**src/cb_consts.svh**
```systemverilog
// constants for the cell balancing control block
`ifndef CB_CONSTS_SVH
`define CB_CONSTS_SVH
// Overview of operation
// - non-disabled mode write restarts timer, launches mode
// - state field reports disabled/active/done/halted
// - mode codes 000..011: off, discharge, manual
// - mode codes 1xx: automatic individual or group
// - filter init, then skip 16 scans of checks
// - hold 01 keeps shutdown high during automated operation
// - hold 10 adds max(5 min, expiry/16) in automated modes
// - hold 11 keeps shutdown high until removed, automated modes only
// - duty n switches on n+1 sixteenths of each even/odd period
// - done enable gates done into summary alert
// - thermal exit enable halts on temperature alert
// - measurement enable selects measurements and checks
// - control register reads zero after reset
// - read-only status register shows progress
// - status persists until disable or new launch
// - status mirrors state in bits 15:14

// register indices, byte address is four times the index
`define CB_IDX_CONTROL     8'h80
`define CB_IDX_STATUS      8'h81
`define CB_IDX_EXPIRY      8'h83
`define CB_IDX_ALERTS      8'h84
`define CB_ADDR_CONTROL    {`CB_IDX_CONTROL, 2'b00}
`define CB_ADDR_STATUS     {`CB_IDX_STATUS, 2'b00}
`define CB_ADDR_EXPIRY     {`CB_IDX_EXPIRY, 2'b00}
`define CB_ADDR_ALERTS     {`CB_IDX_ALERTS, 2'b00}

// field positions of the control word
`define CB_STATE_LSB       14
`define CB_MODE_LSB        11
`define CB_CTRL_MSB        13

// mode codes
`define CB_MODE_DISABLED   3'b000
`define CB_MODE_DISCHARGE  3'b001
`define CB_MODE_MAN_SEC    3'b010
`define CB_MODE_MAN_MIN    3'b011

// reset values
`define CB_CTRL_RESET      14'h0000
`define CB_EXP_RESET       10'h3ff
`define CB_EXP_INFINITE    10'h3ff

// timing
`define CB_CLK_PERIOD_NS   10
`define CB_SECOND_NS       1000000000
`define CB_EOP_NS          100000
`define CB_NOL_NS          1000
`define CB_SEC_PER_MIN     60
`define CB_SEC_PER_HOUR    3600
`define CB_HOLD_MIN_SEC    300
`define CB_IIR_SETTLE      5'd16
`define CB_DUTY_SLICES     16
`endif

```
**src/cb_pkg.sv**
```systemverilog
// types shared by the cell balancing control block
package cb_pkg;
  typedef struct packed {
    logic [2:0] mode;
    logic       iir_init;
    logic [1:0] hold;
    logic [3:0] duty;
    logic       done_en;
    logic       temp_en;
    logic [1:0] meas_en;
  } ctrl_t;

  typedef struct packed {
    logic cal;
    logic timeout;
    logic thermal;
    logic done;
  } alerts_t;

  typedef enum logic [1:0] {
    BAL_DISABLED = 2'b00,
    BAL_ACTIVE   = 2'b01,
    BAL_DONE     = 2'b10,
    BAL_HALTED   = 2'b11
  } bal_state_t;

  typedef enum logic [1:0] {
    UNIT_NONE = 2'b00,
    UNIT_SEC  = 2'b01,
    UNIT_MIN  = 2'b10,
    UNIT_HOUR = 2'b11
  } unit_t;

  typedef enum logic [2:0] {
    RUN_IDLE = 3'b001,
    RUN_BUSY = 3'b010,
    RUN_END  = 3'b100
  } run_state_t;
endpackage

```
**src/cb_sync3.sv**
```systemverilog
// three-stage input synchroniser with agreement filter
`timescale 1ns/1ps
module cb_sync3 #(
  parameter int W = 4
) (
  input  wire logic         clk,    // system clock
  input  wire logic         rst_n,  // synchronised reset, active low
  input  wire logic [W-1:0] d,      // asynchronous inputs
  output logic      [W-1:0] q       // filtered, synchronous copy
);
  logic [W-1:0] s1_q, s2_q, s3_q, q_d;

  // a change counts only once stages two and three agree
  always_comb begin
    q_d = q;
    for (int i = 0; i < W; i++) begin
      if (s2_q[i] == s3_q[i]) begin
        q_d[i] = s3_q[i];
      end
    end
  end

  // stage one feeds stage two only
  always_ff @(posedge clk or negedge rst_n) begin
    if (!rst_n) begin
      s1_q <= '0;
      s2_q <= '0;
      s3_q <= '0;
      q    <= '0;
    end else begin
      s1_q <= d;
      s2_q <= s1_q;
      s3_q <= s2_q;
      q    <= q_d;
    end
  end
endmodule

```
**src/cb_tick.sv**
```systemverilog
// restartable divider giving a one-cycle tick every DIV cycles
`timescale 1ns/1ps
module cb_tick #(
  parameter int DIV = 100
) (
  input  wire logic clk,    // system clock
  input  wire logic rst_n,  // synchronised reset, active low
  input  wire logic clr,    // restart the count
  output logic      tick    // one-cycle pulse
);
  localparam int CW = $clog2(DIV) + 1;
  logic [CW-1:0] cnt_q, cnt_d;
  logic          tick_d;

  // clearing realigns the phase so the first tick is a full period away
  always_comb begin
    tick_d = 1'b0;
    cnt_d  = cnt_q + CW'(1);
    if (clr) begin
      cnt_d = '0;
    end else if (cnt_q == CW'(DIV - 1)) begin
      cnt_d  = '0;
      tick_d = 1'b1;
    end
  end

  always_ff @(posedge clk or negedge rst_n) begin
    if (!rst_n) begin
      cnt_q <= '0;
      tick  <= 1'b0;
    end else begin
      cnt_q <= cnt_d;
      tick  <= tick_d;
    end
  end
endmodule

```
**src/cell_balance_control.sv**
```systemverilog
// cell balancing control registers, mode launcher and switch timing
//
// Register access over Wishbone is this design's own decision.
`timescale 1ns/1ps
`include "cb_consts.svh"
module cell_balance_control
  import cb_pkg::*;
#(
  parameter int SEC_CYC = `CB_SECOND_NS / `CB_CLK_PERIOD_NS,
  parameter int EOP_CYC = `CB_EOP_NS / `CB_CLK_PERIOD_NS
) (
  input  wire logic        CLK,            // 100 MHz system clock
  input  wire logic        ARST_N,         // asynchronous reset, low
  input  wire logic        WB_CYC_I,       // wishbone cycle
  input  wire logic        WB_STB_I,       // wishbone strobe
  input  wire logic        WB_WE_I,        // wishbone write enable
  input  wire logic [9:0]  WB_ADR_I,       // wishbone byte address
  input  wire logic [3:0]  WB_SEL_I,       // wishbone byte selects
  input  wire logic [31:0] WB_DAT_I,       // wishbone write data
  output logic      [31:0] WB_DAT_O,       // wishbone read data
  output logic             WB_ACK_O,       // wishbone acknowledge
  input  wire logic        TEMP_ALERT,     // temperature alert pin
  input  wire logic        UV_REACHED,     // all cells at threshold
  input  wire logic        CAL_FAULT,      // calibration fault pin
  input  wire logic        MEAS_TIMEOUT,   // measurement timeout pin
  input  wire logic        SCAN_DONE,      // scan finished, same clock
  output logic             SHUTDOWN_PIN,   // shutdown hold output
  output logic             EVEN_SWITCH_EN, // even balancing switches
  output logic             ODD_SWITCH_EN,  // odd balancing switches
  output logic             MEAS_ENABLE,    // embedded measurements on
  output logic             UV_CHECK_EN,    // threshold checks on
  output logic             FILTER_INIT,    // filter init request
  output logic             SUMMARY_ALERT   // summary balancing alert
);
  localparam int SLICE_CYC = EOP_CYC / `CB_DUTY_SLICES;
  localparam int NOL_CYC =
    (`CB_NOL_NS + `CB_CLK_PERIOD_NS - 1) / `CB_CLK_PERIOD_NS;

  logic        rst_s1_q, rst_s2_q, rst_n;
  logic [3:0]  pins_s;
  logic        temp_s, uv_s, cal_s, tmo_s;
  logic        sec_tick, slice_tick;

  ctrl_t       ctrl_q, ctrl_d;
  bal_state_t  state_q, state_d;
  run_state_t  run_q, run_d;
  alerts_t     alert_q, alert_d;
  logic [9:0]  timer_q, timer_d;
  logic [11:0] sub_q, sub_d;
  logic [1:0]  cntr_q, cntr_d;
  logic [9:0]  exp_q, exp_d;
  logic [21:0] ext_q, ext_d;
  logic        hold_lat_q, hold_lat_d;
  logic [4:0]  settle_q, settle_d;
  logic        iir_q, iir_d;
  logic [3:0]  slice_q, slice_d;
  logic        phase_q, phase_d;
  logic [15:0] nol_q, nol_d;
  logic        ack_d;
  logic [31:0] rdat_d;
  logic        shdn_d, even_d, odd_d, meas_d, uvc_d, sum_d;

  logic        wr, rd, wr_ctrl, launch, disable_wr, automated, on;
  logic        unit_tick, finish, halt;
  ctrl_t       wctrl;
  unit_t       unit;
  logic [21:0] exp_sec, ext_len;
  logic [9:0]  timer_rd;

  // reset release through two flops; assertion stays asynchronous
  always_ff @(posedge CLK or negedge ARST_N) begin
    if (!ARST_N) begin
      rst_s1_q <= 1'b0;
      rst_s2_q <= 1'b0;
    end else begin
      rst_s1_q <= 1'b1;
      rst_s2_q <= rst_s1_q;
    end
  end
  assign rst_n = rst_s2_q;

  // pins from the analog side are not on this clock
  cb_sync3 #(
    .W (4)
  ) u_sync (
    .clk   (CLK),
    .rst_n (rst_n),
    .d     ({TEMP_ALERT, UV_REACHED, CAL_FAULT, MEAS_TIMEOUT}),
    .q     (pins_s)
  );
  assign {temp_s, uv_s, cal_s, tmo_s} = pins_s;

  // one second base, realigned on each launch
  cb_tick #(
    .DIV (SEC_CYC)
  ) u_sec (
    .clk   (CLK),
    .rst_n (rst_n),
    .clr   (launch),
    .tick  (sec_tick)
  );

  // one sixteenth of the even/odd period
  cb_tick #(
    .DIV (SLICE_CYC)
  ) u_slice (
    .clk   (CLK),
    .rst_n (rst_n),
    .clr   (1'b0),
    .tick  (slice_tick)
  );

  // bus decode: one access per ack, ack drops the cycle after
  assign wr      = WB_CYC_I && WB_STB_I && WB_WE_I && !WB_ACK_O;
  assign rd      = WB_CYC_I && WB_STB_I && !WB_WE_I && !WB_ACK_O;
  assign wr_ctrl = wr && (WB_ADR_I == `CB_ADDR_CONTROL);

  // byte lanes merge into the control fields; state bits are read-only
  always_comb begin
    wctrl = ctrl_q;
    if (WB_SEL_I[0]) begin
      wctrl[7:0] = WB_DAT_I[7:0];
    end
    if (WB_SEL_I[1]) begin
      wctrl[`CB_CTRL_MSB:8] = WB_DAT_I[`CB_CTRL_MSB:8];
    end
  end

  assign launch = wr_ctrl && WB_SEL_I[1] &&
                  (wctrl.mode != `CB_MODE_DISABLED);
  assign disable_wr = wr_ctrl && WB_SEL_I[1] &&
                      (wctrl.mode == `CB_MODE_DISABLED);

  // mode decode: discharge and 1xx are the automated ones
  always_comb begin
    automated = (ctrl_q.mode == `CB_MODE_DISCHARGE) || ctrl_q.mode[2];
    if (ctrl_q.mode == `CB_MODE_DISABLED) begin
      unit = UNIT_NONE;
    end else if (ctrl_q.mode == `CB_MODE_DISCHARGE) begin
      unit = UNIT_HOUR;
    end else if (ctrl_q.mode[0] == 1'b0) begin
      unit = UNIT_SEC;
    end else begin
      unit = UNIT_MIN;
    end
  end

  // unit tick and expiry expressed in seconds
  always_comb begin
    unit_tick = 1'b0;
    exp_sec   = 22'(exp_q);
    if (sec_tick) begin
      if (unit == UNIT_SEC) begin
        unit_tick = 1'b1;
      end else if (unit == UNIT_MIN) begin
        unit_tick = (sub_q == 12'(`CB_SEC_PER_MIN - 1));
      end else if (unit == UNIT_HOUR) begin
        unit_tick = (sub_q == 12'(`CB_SEC_PER_HOUR - 1));
      end
    end
    if (unit == UNIT_MIN) begin
      exp_sec = 22'(exp_q) * 22'(`CB_SEC_PER_MIN);
    end else if (unit == UNIT_HOUR) begin
      exp_sec = 22'(exp_q) * 22'(`CB_SEC_PER_HOUR);
    end
  end

  // extension is the greater of five minutes and expiry/16
  assign ext_len = ((exp_sec >> 4) > 22'(`CB_HOLD_MIN_SEC)) ?
                   (exp_sec >> 4) : 22'(`CB_HOLD_MIN_SEC);

  // thermal halt only when enabled; timeout and cal always halt
  assign halt = (ctrl_q.temp_en && temp_s) || tmo_s || cal_s;
  // normal end on expiry or on threshold in automated modes
  assign finish = (unit_tick && (exp_q != `CB_EXP_INFINITE) &&
                   (timer_q + 10'd1 == exp_q)) ||
                  (automated && UV_CHECK_EN && uv_s);

  // control, run sequence, timers and sticky alerts
  always_comb begin
    ctrl_d     = ctrl_q;
    state_d    = state_q;
    run_d      = run_q;
    alert_d    = alert_q;
    timer_d    = timer_q;
    sub_d      = sub_q;
    cntr_d     = cntr_q;
    exp_d      = exp_q;
    ext_d      = ext_q;
    hold_lat_d = hold_lat_q;
    settle_d   = settle_q;
    iir_d      = iir_q;
    if (wr_ctrl) begin
      ctrl_d = wctrl;
    end
    if (wr && (WB_ADR_I == `CB_ADDR_EXPIRY)) begin
      if (WB_SEL_I[0]) begin
        exp_d[7:0] = WB_DAT_I[7:0];
      end
      if (WB_SEL_I[1]) begin
        exp_d[9:8] = WB_DAT_I[9:8];
      end
    end
    // the 1 Hz counter runs in any non-disabled mode
    if (sec_tick && (unit != UNIT_NONE)) begin
      cntr_d = cntr_q + 2'd1;
    end
    // extension counts down in seconds after the operation ends
    if (sec_tick && (ext_q != 22'd0)) begin
      ext_d = ext_q - 22'd1;
    end
    // hold stays latched only while software leaves it at 11
    if (ctrl_q.hold != 2'b11) begin
      hold_lat_d = 1'b0;
    end
    // each finished scan counts down the settle window
    if (SCAN_DONE && (run_q == RUN_BUSY)) begin
      iir_d = 1'b0;
      if (settle_q != 5'd0) begin
        settle_d = settle_q - 5'd1;
      end
    end
    case (run_q)
      RUN_BUSY: begin
        if (sec_tick) begin
          sub_d = unit_tick ? 12'd0 : sub_q + 12'd1;
        end
        if (unit_tick) begin
          timer_d = timer_q + 10'd1;
        end
        if (halt) begin
          run_d   = RUN_END;
          state_d = BAL_HALTED;
          alert_d.thermal = alert_q.thermal | (ctrl_q.temp_en & temp_s);
          alert_d.timeout = alert_q.timeout | tmo_s;
          alert_d.cal     = alert_q.cal | cal_s;
        end else if (finish) begin
          run_d        = RUN_END;
          state_d      = BAL_DONE;
          alert_d.done = 1'b1;
        end
        // extension starts as the operation ends
        if ((halt || finish) && automated &&
            (ctrl_q.hold == 2'b10)) begin
          ext_d = ext_len;
        end
      end
      RUN_END: begin
        run_d = RUN_END;
      end
      default: begin
        run_d = RUN_IDLE;
      end
    endcase
    // status is cleared only by a launch or a disable
    if (launch) begin
      timer_d    = 10'd0;
      sub_d      = 12'd0;
      cntr_d     = 2'd0;
      ext_d      = 22'd0;
      alert_d    = '0;
      run_d      = RUN_BUSY;
      state_d    = BAL_ACTIVE;
      hold_lat_d = (wctrl.mode == `CB_MODE_DISCHARGE) || wctrl.mode[2];
      // filter init and settle window on request
      iir_d      = wctrl.iir_init && wctrl.meas_en[1];
      settle_d   = wctrl.iir_init ? `CB_IIR_SETTLE : 5'd0;
    end else if (disable_wr) begin
      timer_d    = 10'd0;
      sub_d      = 12'd0;
      cntr_d     = 2'd0;
      ext_d      = 22'd0;
      alert_d    = '0;
      run_d      = RUN_IDLE;
      state_d    = BAL_DISABLED;
      hold_lat_d = 1'b0;
      iir_d      = 1'b0;
      settle_d   = 5'd0;
    end
  end

  // pwm slices; nonoverlap blanks the start of every period
  always_comb begin
    slice_d = slice_q;
    phase_d = phase_q;
    nol_d   = (nol_q < 16'(NOL_CYC)) ? nol_q + 16'd1 : nol_q;
    if (slice_tick) begin
      slice_d = slice_q + 4'd1;
      if (slice_q == 4'hf) begin
        phase_d = ~phase_q;
        nol_d   = 16'd0;
      end
    end
  end

  // active while slice index is within duty
  assign on = (slice_q <= ctrl_q.duty) && (nol_q >= 16'(NOL_CYC));

  // output terms, all registered below
  always_comb begin
    even_d = (run_q == RUN_BUSY) && !phase_q && on;
    odd_d  = (run_q == RUN_BUSY) && phase_q && on;
    meas_d = (run_q == RUN_BUSY) && ctrl_q.meas_en[1];
    // checks held off during the settle window
    uvc_d  = (run_q == RUN_BUSY) && (ctrl_q.meas_en == 2'b11) &&
             (settle_q == 5'd0);
    shdn_d = ((run_q == RUN_BUSY) && automated &&
              (ctrl_q.hold != 2'b00)) ||
             (ext_q != 22'd0) ||
             (hold_lat_q && (ctrl_q.hold == 2'b11));
    // done enters the summary only when enabled
    sum_d  = alert_q.thermal || alert_q.timeout || alert_q.cal ||
             (alert_q.done && ctrl_q.done_en);
  end

  // timer reads back the expiry while an extension runs
  assign timer_rd = (ext_q != 22'd0) ? exp_q : timer_q;

  // read mux; unmapped addresses answer zero with ack
  always_comb begin
    ack_d  = WB_CYC_I && WB_STB_I && !WB_ACK_O;
    rdat_d = WB_DAT_O;
    if (rd) begin
      if (WB_ADR_I == `CB_ADDR_CONTROL) begin
        // state field above the control fields
        rdat_d = {16'h0000, state_q, ctrl_q};
      end else if (WB_ADR_I == `CB_ADDR_STATUS) begin
        rdat_d = {16'h0000, state_q, unit, cntr_q, timer_rd};
      end else if (WB_ADR_I == `CB_ADDR_EXPIRY) begin
        rdat_d = {22'h000000, exp_q};
      end else if (WB_ADR_I == `CB_ADDR_ALERTS) begin
        rdat_d = {28'h0000000, alert_q};
      end else begin
        rdat_d = 32'h00000000;
      end
    end
  end

  // everything resets to zero except the expiry setting and the run state (RUN_IDLE)
  always_ff @(posedge CLK or negedge rst_n) begin
    if (!rst_n) begin
      ctrl_q         <= `CB_CTRL_RESET;
      state_q        <= BAL_DISABLED;
      run_q          <= RUN_IDLE;
      alert_q        <= '0;
      timer_q        <= 10'd0;
      sub_q          <= 12'd0;
      cntr_q         <= 2'd0;
      exp_q          <= `CB_EXP_RESET;
      ext_q          <= 22'd0;
      hold_lat_q     <= 1'b0;
      settle_q       <= 5'd0;
      iir_q          <= 1'b0;
      slice_q        <= 4'd0;
      phase_q        <= 1'b0;
      nol_q          <= 16'd0;
      WB_ACK_O       <= 1'b0;
      WB_DAT_O       <= 32'h00000000;
      SHUTDOWN_PIN   <= 1'b0;
      EVEN_SWITCH_EN <= 1'b0;
      ODD_SWITCH_EN  <= 1'b0;
      MEAS_ENABLE    <= 1'b0;
      UV_CHECK_EN    <= 1'b0;
      FILTER_INIT    <= 1'b0;
      SUMMARY_ALERT  <= 1'b0;
    end else begin
      ctrl_q         <= ctrl_d;
      state_q        <= state_d;
      run_q          <= run_d;
      alert_q        <= alert_d;
      timer_q        <= timer_d;
      sub_q          <= sub_d;
      cntr_q         <= cntr_d;
      exp_q          <= exp_d;
      ext_q          <= ext_d;
      hold_lat_q     <= hold_lat_d;
      settle_q       <= settle_d;
      iir_q          <= iir_d;
      slice_q        <= slice_d;
      phase_q        <= phase_d;
      nol_q          <= nol_d;
      WB_ACK_O       <= ack_d;
      WB_DAT_O       <= rdat_d;
      SHUTDOWN_PIN   <= shdn_d;
      EVEN_SWITCH_EN <= even_d;
      ODD_SWITCH_EN  <= odd_d;
      MEAS_ENABLE    <= meas_d;
      UV_CHECK_EN    <= uvc_d;
      FILTER_INIT    <= iir_d;
      SUMMARY_ALERT  <= sum_d;
    end
  end
endmodule

```
**config.mk**
```make
export PLATFORM = sky130hd
export DESIGN_NAME = cell_balance_control
export DESIGN_NICKNAME = d
export VERILOG_FILES = /design/src/cb_pkg.sv /design/src/cb_sync3.sv /design/src/cb_tick.sv /design/src/cell_balance_control.sv
export VERILOG_INCLUDE_DIRS = /design/src
export SDC_FILE = /design/constraint.sdc
export NUM_CORES = 1
export LEC_CHECK = 0
export CORE_ASPECT_RATIO = 1.4
export CORE_MARGIN = 2
export CORE_UTILIZATION = 49
export CTS_BUF_LIST = sky130_fd_sc_hd__clkbuf_8
export DETAILED_ROUTE_END_ITERATION = 8
export DONT_BUFFER_PORTS = 1
export PLACE_DENSITY_LB_ADDON = 0.3
export REMOVE_ABC_BUFFERS = 1
export SETUP_SLACK_MARGIN = 0.4
export SYNTH_ARGS = -nofsm -noshare
export SYNTH_HDL_FRONTEND = slang
export SYNTH_SLANG_ARGS = --single-unit
```
**constraint.sdc**
```tcl
create_clock -name CLK -period 15.35 [get_ports CLK]
set_clock_uncertainty 0.05 [all_clocks]
set_input_delay 0.7675 -clock CLK [delete_from_list [all_inputs] [get_ports CLK]]
set_output_delay 0.7675 -clock CLK [all_outputs]
set_load 0.02 [all_outputs]
```
==> impl_metrics.json, run 1 <==
{
  "status": "finished, final reports clean",
  "relSlewSlack": 0.189,
  "whs_ns": 0.266,
  "r2r_start": "exp_q[3]",
  "synth_edf_count": 0,
  "r2r_end": "ext_q[3]",
  "power_density_nw_per_um2": 75.5,
  "cp.arrival_ns": 5.82,
  "yosysUniqueCellTypes": 77,
  "yosysMostFrequentCell": "dfrtp_1",
  "hp-start": "UV_REACHED",
  "die_w_um": 132,
  "dp.cells": 1433,
  "regArea_um2": 4750,
  "place_ws_ns": 9.92,
  "maxSlewViolCount": 0,
  "die_y_um": 184,
  "yosysTopAreaCell": "dfrtp_1",
  "cts_hold_buf": 1,
  "cts_resized": 0,
  "worstMarginPinSlew_ns": 1.21,
  "area_growth_pct": 5.64,
  "place_congestion": 0.931,
  "insertion_delay_ns": 0.48,
  "cts.sinks": 189,
  "setup_viol": 0,
  "io_buffers": 0,
  "ys_seq_area_frac": 0.421,
  "rows": 65,
  "fin_cells": 1465,
  "start_util": 0.499,
  "p_total_mw": 0.900,
  "routedWlPerCell_um": 17.7,
  "post-cts-setup-buffer-count": 0,
  "grt_setup_unrepaired": "no",
  "yosysWarnings": 0,
  "grt_usage": 0.223,
  "placedInstanceArea_um2": 11500,
  "synthTopCellsByCount": "178 x dfrtp_1, 136 x nor2_1, 113 x nand2_1, 71 x ha_1, 53 x xnor2_1",
  "grt_pass1_vias": 8547,
  "viasPerCell": 5.70,
  "clockBufferDepth": 2,
  "min_path_cells": 0,
  "rrSetupSlack_ns": 9.89,
  "critPathCapture": "ext_q[3]",
  "yosys.area.top_type_share": 0.395,
  "drive_gt1_frac": 0.0739,
  "routed_wl_um": 25900,
  "synth_flop_cell": "dfrtp_1",
  "synthArstFlopShare": 1.00,
  "synth.area.top_cells": "dfrtp_1 39%, ha_1 7.9%, nor2_1 4.5%, xnor2_1 4.1%, xor2_1 4.0%",
  "clk_pin_slew_worst_paths_ns": 0.10,
  "dp_hpwl_um": 19300,
  "post-route-util": 0.527,
  "min_period_ns": 5.46,
  "cts_tree": "built",
  "rr_worst_depth": 16,
  "path_max_fanout": 9,
  "antenna_found_initial": 0,
  "first_iter_violations": 510,
  "power.static_leakage_nw": 5.17,
  "fin_setup_tns_ns": 0,
  "core-area_um2": 22600,
  "synth.avg_cell_area_um2": 9.72,
  "ys_ff_latch": 189,
  "peakVddDrop_mv": 0.0797,
  "fill_cells": 2101,
  "multiInputGateArea_um2": 6150,
  "diodes": 0,
  "num_vias": 8344,
  "netlist_instances": 1160,
  "drc": 0,
  "io_pins": 96,
  "period_share": 0.355,
  "crit_path_end_kind": "flip-flop",
  "grt_first_pass_wirelength_um": 43100,
  "dr.pass1.iters": 6,
  "htreeDepth": 4,
  "stdcell_area_um2": 11900,
  "worstPathRequired_ns": 15.72,
  "synthesis.area_um2": 11300,
  "hold_path.class": "in -> reg",
  "ant_nets": 0,
  "numCtsBuffers": 17,
  "grt_overflow": 0,
  "grt_max_degree": 70,
  "max_cap_viol_count": 0,
  "path_class": "reg -> reg",
  "cts-root-buf": "clkbuf_8",
  "max_freq_mhz": 183,
  "startpoint": "exp_q[3]",
  "critPathLaunchType": "flip-flop",
  "die_area_um2": 24300,
  "finalHoldViolCount": 0,
  "final_nets": 1300,
  "setup_ws_ns": 9.89
}
## layer usage
layer / wire [um] / up-vias / GRT usage
met5: 0 / - / 0
li1: - / 4020 / -
met2: 12900 / 177 / 0.387
met1: 10900 / 4098 / 0.268
met4: 928 / 0 / 0.0929
met3: 1260 / 49 / 0.0496
## final cells by class
| type | instances | area share |
|---|---|---|
| clock buffer | 21 | 0.0243 |
| clock inverter | 10 | 0.00872 |
| inverter | 50 | 0.0158 |
| multi-input combinational | 886 | 0.516 |
| sequential | 189 | 0.398 |
| tap | 301 | 0.0316 |
| timing repair buffer | 8 | 0.00525 |
## critical path: stages, from the launching register on
cell      delay (ns)
dfstp_2         0.69
inv_1           0.14
fa_1            0.55
inv_1           0.05
ha_1            0.31
fa_1            0.46
ha_1            0.33
inv_1           0.07
fa_1            0.45
nand2b_1        0.17
a211oi_1        0.22
nor2b_1         0.13
o21ai_0         0.26
xnor2_1         0.11
or4_1           0.59
a221oi_2        0.54
o221a_2         0.27
## worst min path at each step
stage | endpoint
floorplan | rst_n
global placement | u_sync.s2_q[3]
detailed placement | u_sync.s2_q[2]
CTS | u_sync.s1_q[2]
global route | u_sync.s1_q[2]
finish | u_sync.s1_q[2]
## sequential cells by signal, indices dropped and copies added (netlist names), 5 cells and up
signal,flops
u_sec.cnt_q,28
u_slice.cnt_q,11
settle_q,5
exp_q,10
timer_q,10
sub_q,12
ext_q,22
nol_q,16
ctrl_q,14
WB_DAT_O,16
## power by group
group          switching, mW  internal, mW
Clock                  0.183         0.148
Combinational         0.0276        0.0156
Sequential            0.0170         0.509
Total                  0.228         0.672
## cell usage in the layout (no fill, tap or decap), types with 12 or more instances in the layout
cell	n
a211oi_1	13
a21oi_1	35
and2_1	16
clkbuf_8	21
conb_1	17
dfrtp_1	177
fa_1	21
ha_1	71
inv_1	51
mux2_2	12
nand2_1	113
nand3_1	38
nand4_1	18
nor2_1	136
nor2b_1	13
nor3_1	28
nor4_1	13
o21ai_0	48
or3_1	13
xnor2_1	53
xor2_1	52
## cell families after synthesis
family                   count (synthesis)  share of synthesized area
flip-flops                             189                      0.421
AO/OA/AOI/OAI                          200                      0.125
XOR/XNOR                               105                     0.0815
buffers and inverters                  100                     0.0399
AND/OR/NAND/NOR                        447                      0.192
adder cells (fa/ha/maj)                 96                      0.120
other                                    2                   0.000666
multiplexers                            21                     0.0200
Note: power is estimated with default switching activity, not from simulation.
==> inputs of run 2 (changes only) <==
==> constraint.sdc (replaced) <==
create_clock -name CLK -period 4.85 [get_ports CLK]
set_clock_uncertainty 0.05 [all_clocks]
set_input_delay 0.2425 -clock CLK [delete_from_list [all_inputs] [get_ports CLK]]
set_output_delay 0.2425 -clock CLK [all_outputs]
set_load 0.02 [all_outputs]
==> run 2 against run 1 <==
Power rose to 3.4 times the previous value. Sequential share of layout area down 2.7 points. Final cell count up 4.7%. Via count up 5.1%. Maximum frequency up 17%. Non-clock buffer count up 68. Combinational power rose to 4.2 times the previous value. Largest cell class unchanged.
==> impl_metrics.json, run 2 (synthesis gave the netlist of run 1 again) <==
{
  "status": "finished, final reports clean",
  "cp_common_cell": "ha_4",
  "hold_path.class": "in -> reg",
  "setup_ws_ns": 0.190,
  "drive_gt1_frac": 0.123,
  "critPathTopFamily": "adder cells",
  "crit_path_end_kind": "flip-flop",
  "power_density_nw_per_um2": 242,
  "dr.pass1.iters": 7,
  "die_y_um": 184,
  "first_iter_violations": 513,
  "top_register": "u_sec.cnt_q",
  "max_stage_delay_ns": 0.59,
  "die_w_um": 132,
  "viasPerCell": 5.72,
  "peakVddDrop_mv": 0.191,
  "grt_max_degree": 110,
  "relSlewSlack": 0.157,
  "grt_usage": 0.236,
  "drc": 0,
  "numCtsBuffers": 17,
  "die_area_um2": 24300,
  "placedInstanceArea_um2": 11700,
  "grt_pass1_vias": 8847,
  "min_to": "settle_q[4]",
  "path_buf_inv": 3,
  "reg_top3": "u_sec.cnt_q x28, ext_q x22",
  "power.static_leakage_nw": 5.55,
  "clockBufferDepth": 2,
  "cts_tree": "built",
  "rows": 65,
  "p_total_mw": 3.09,
  "min_period_ns": 4.66,
  "hp-start": "WB_SEL_I[1]",
  "insertion_delay_ns": 0.49,
  "grt_overflow": 0,
  "antenna_found_initial": 0,
  "rr_worst_depth": 16,
  "grt_setup_unrepaired": "yes",
  "cts.sinks": 189,
  "final_cell_mix": "177 x dfrtp_1, 135 x nor2_1, 113 x nand2_1, 63 x ha_1, 53 x xnor2_1",
  "worstPathRequired_ns": 5.13,
  "maxSlewViolCount": 0,
  "max_freq_mhz": 215,
  "htreeDepth": 4,
  "grt_first_pass_wirelength_um": 45400,
  "dp.cells": 1457,
  "period_share": 0.961,
  "crit_path_top_delay_cell": "fa_1",
  "post-route-util": 0.565,
  "critPathLaunchType": "flip-flop",
  "cp.arrival_ns": 4.94,
  "r2r_start": "exp_q[2]",
  "min_path_cells": 2,
  "rrSetupSlack_ns": 0.19,
  "cts-root-buf": "clkbuf_8",
  "finalHoldViolCount": 0,
  "io_pins": 96,
  "core-area_um2": 22600,
  "diodes": 0,
  "worstMarginPinSlew_ns": 1.25,
  "fill_cells": 2003,
  "routedWlPerCell_um": 18.1,
  "path_max_fanout": 6,
  "fin_cells": 1534,
  "ant_nets": 0,
  "dp_hpwl_um": 19700,
  "r2r_end": "ext_q[0]",
  "clk_pin_slew_worst_paths_ns": 0.10,
  "setup_viol": 0,
  "largest_register_ffs": 28,
  "mostFrequentLayoutCell": "dfrtp_1",
  "num_vias": 8768,
  "whs_ns": 0.0351,
  "stdcell_area_um2": 12800,
  "start_util": 0.499,
  "max_cap_viol_count": 0,
  "place_ws_ns": -0.0785,
  "area_growth_pct": 13.3,
  "fin_setup_tns_ns": 0,
  "path_class": "reg -> reg",
  "worstPathCellList": "inv_2 > fa_1 > inv_2 > ha_4 > fa_1 > ha_4 > ha_4 > a211oi_4 > o21bai_2 > a21o_1 > o211ai_1 > nand4_1 > or4_4 > a221oi_2 > buf_4 > a211oi_1",
  "io_buffers": 0,
  "routed_wl_um": 27700,
  "final_nets": 1368,
  "place_congestion": 0.927
}
run 2: cell count changes in the layout (fill, tap and decap cells not counted), sizes merged:
cell / delta
buf: +40
bufinv: +4
clkbuf: -3
clkinv: +4
clkinvlp: -4
dlygate4sd3: +28
run 2: per-layer routing:
layer	GRT usage	vias to the layer above	share of wire	wire, um
li1	-	4160	-	-
met1	0.282	4298	0.40	11100
met2	0.421	242	0.51	14100
met3	0.0383	68	0.054	1500
met4	0.104	0	0.039	1080
met5	0	-	0	0
run 2: how the worst max path moves through the flow:
stage	start	endpoint	slack, ns	depth (start not counted)
floorplan	rst_n	EVEN_SWITCH_EN	-0.84	0
global placement	exp_q[1]	ext_q[3]	-0.05	17
detailed placement	exp_q[1]	ext_q[3]	-0.08	17
CTS	exp_q[3]	ext_q[0]	0.19	16
global route	exp_q[2]	ext_q[0]	0.06	18
finish	exp_q[2]	ext_q[0]	0.19	16
run 2: power breakdown:
part           total [mW]  switching (mW)  internal, mW
combinational       0.180           0.102        0.0776
sequential           1.67          0.0548          1.61
clock                1.25           0.607         0.640
run 2: layout make-up:
type,count,area [um2],area share
Clock inverter,14,233,0.0182
Sequential cell,189,4750,0.372
Inverter,50,190,0.0149
Tap cell,301,377,0.0295
Timing Repair Buffer,76,656,0.0513
Multi-Input combinational cell,886,6330,0.495
Clock buffer,18,248,0.0194
run 2: timing repair:
| action | CTS | global route |
|---|---|---|
| pin swaps | 21 | 11 |
| endpoints found under the setup margin | 9 | 10 |
| gates resized for setup | 21 | 14 |
| buffers inserted | 10 | 6 |
| hold buffers | 29 | 0 |
| hold endpoints to repair | 38 | 0 |
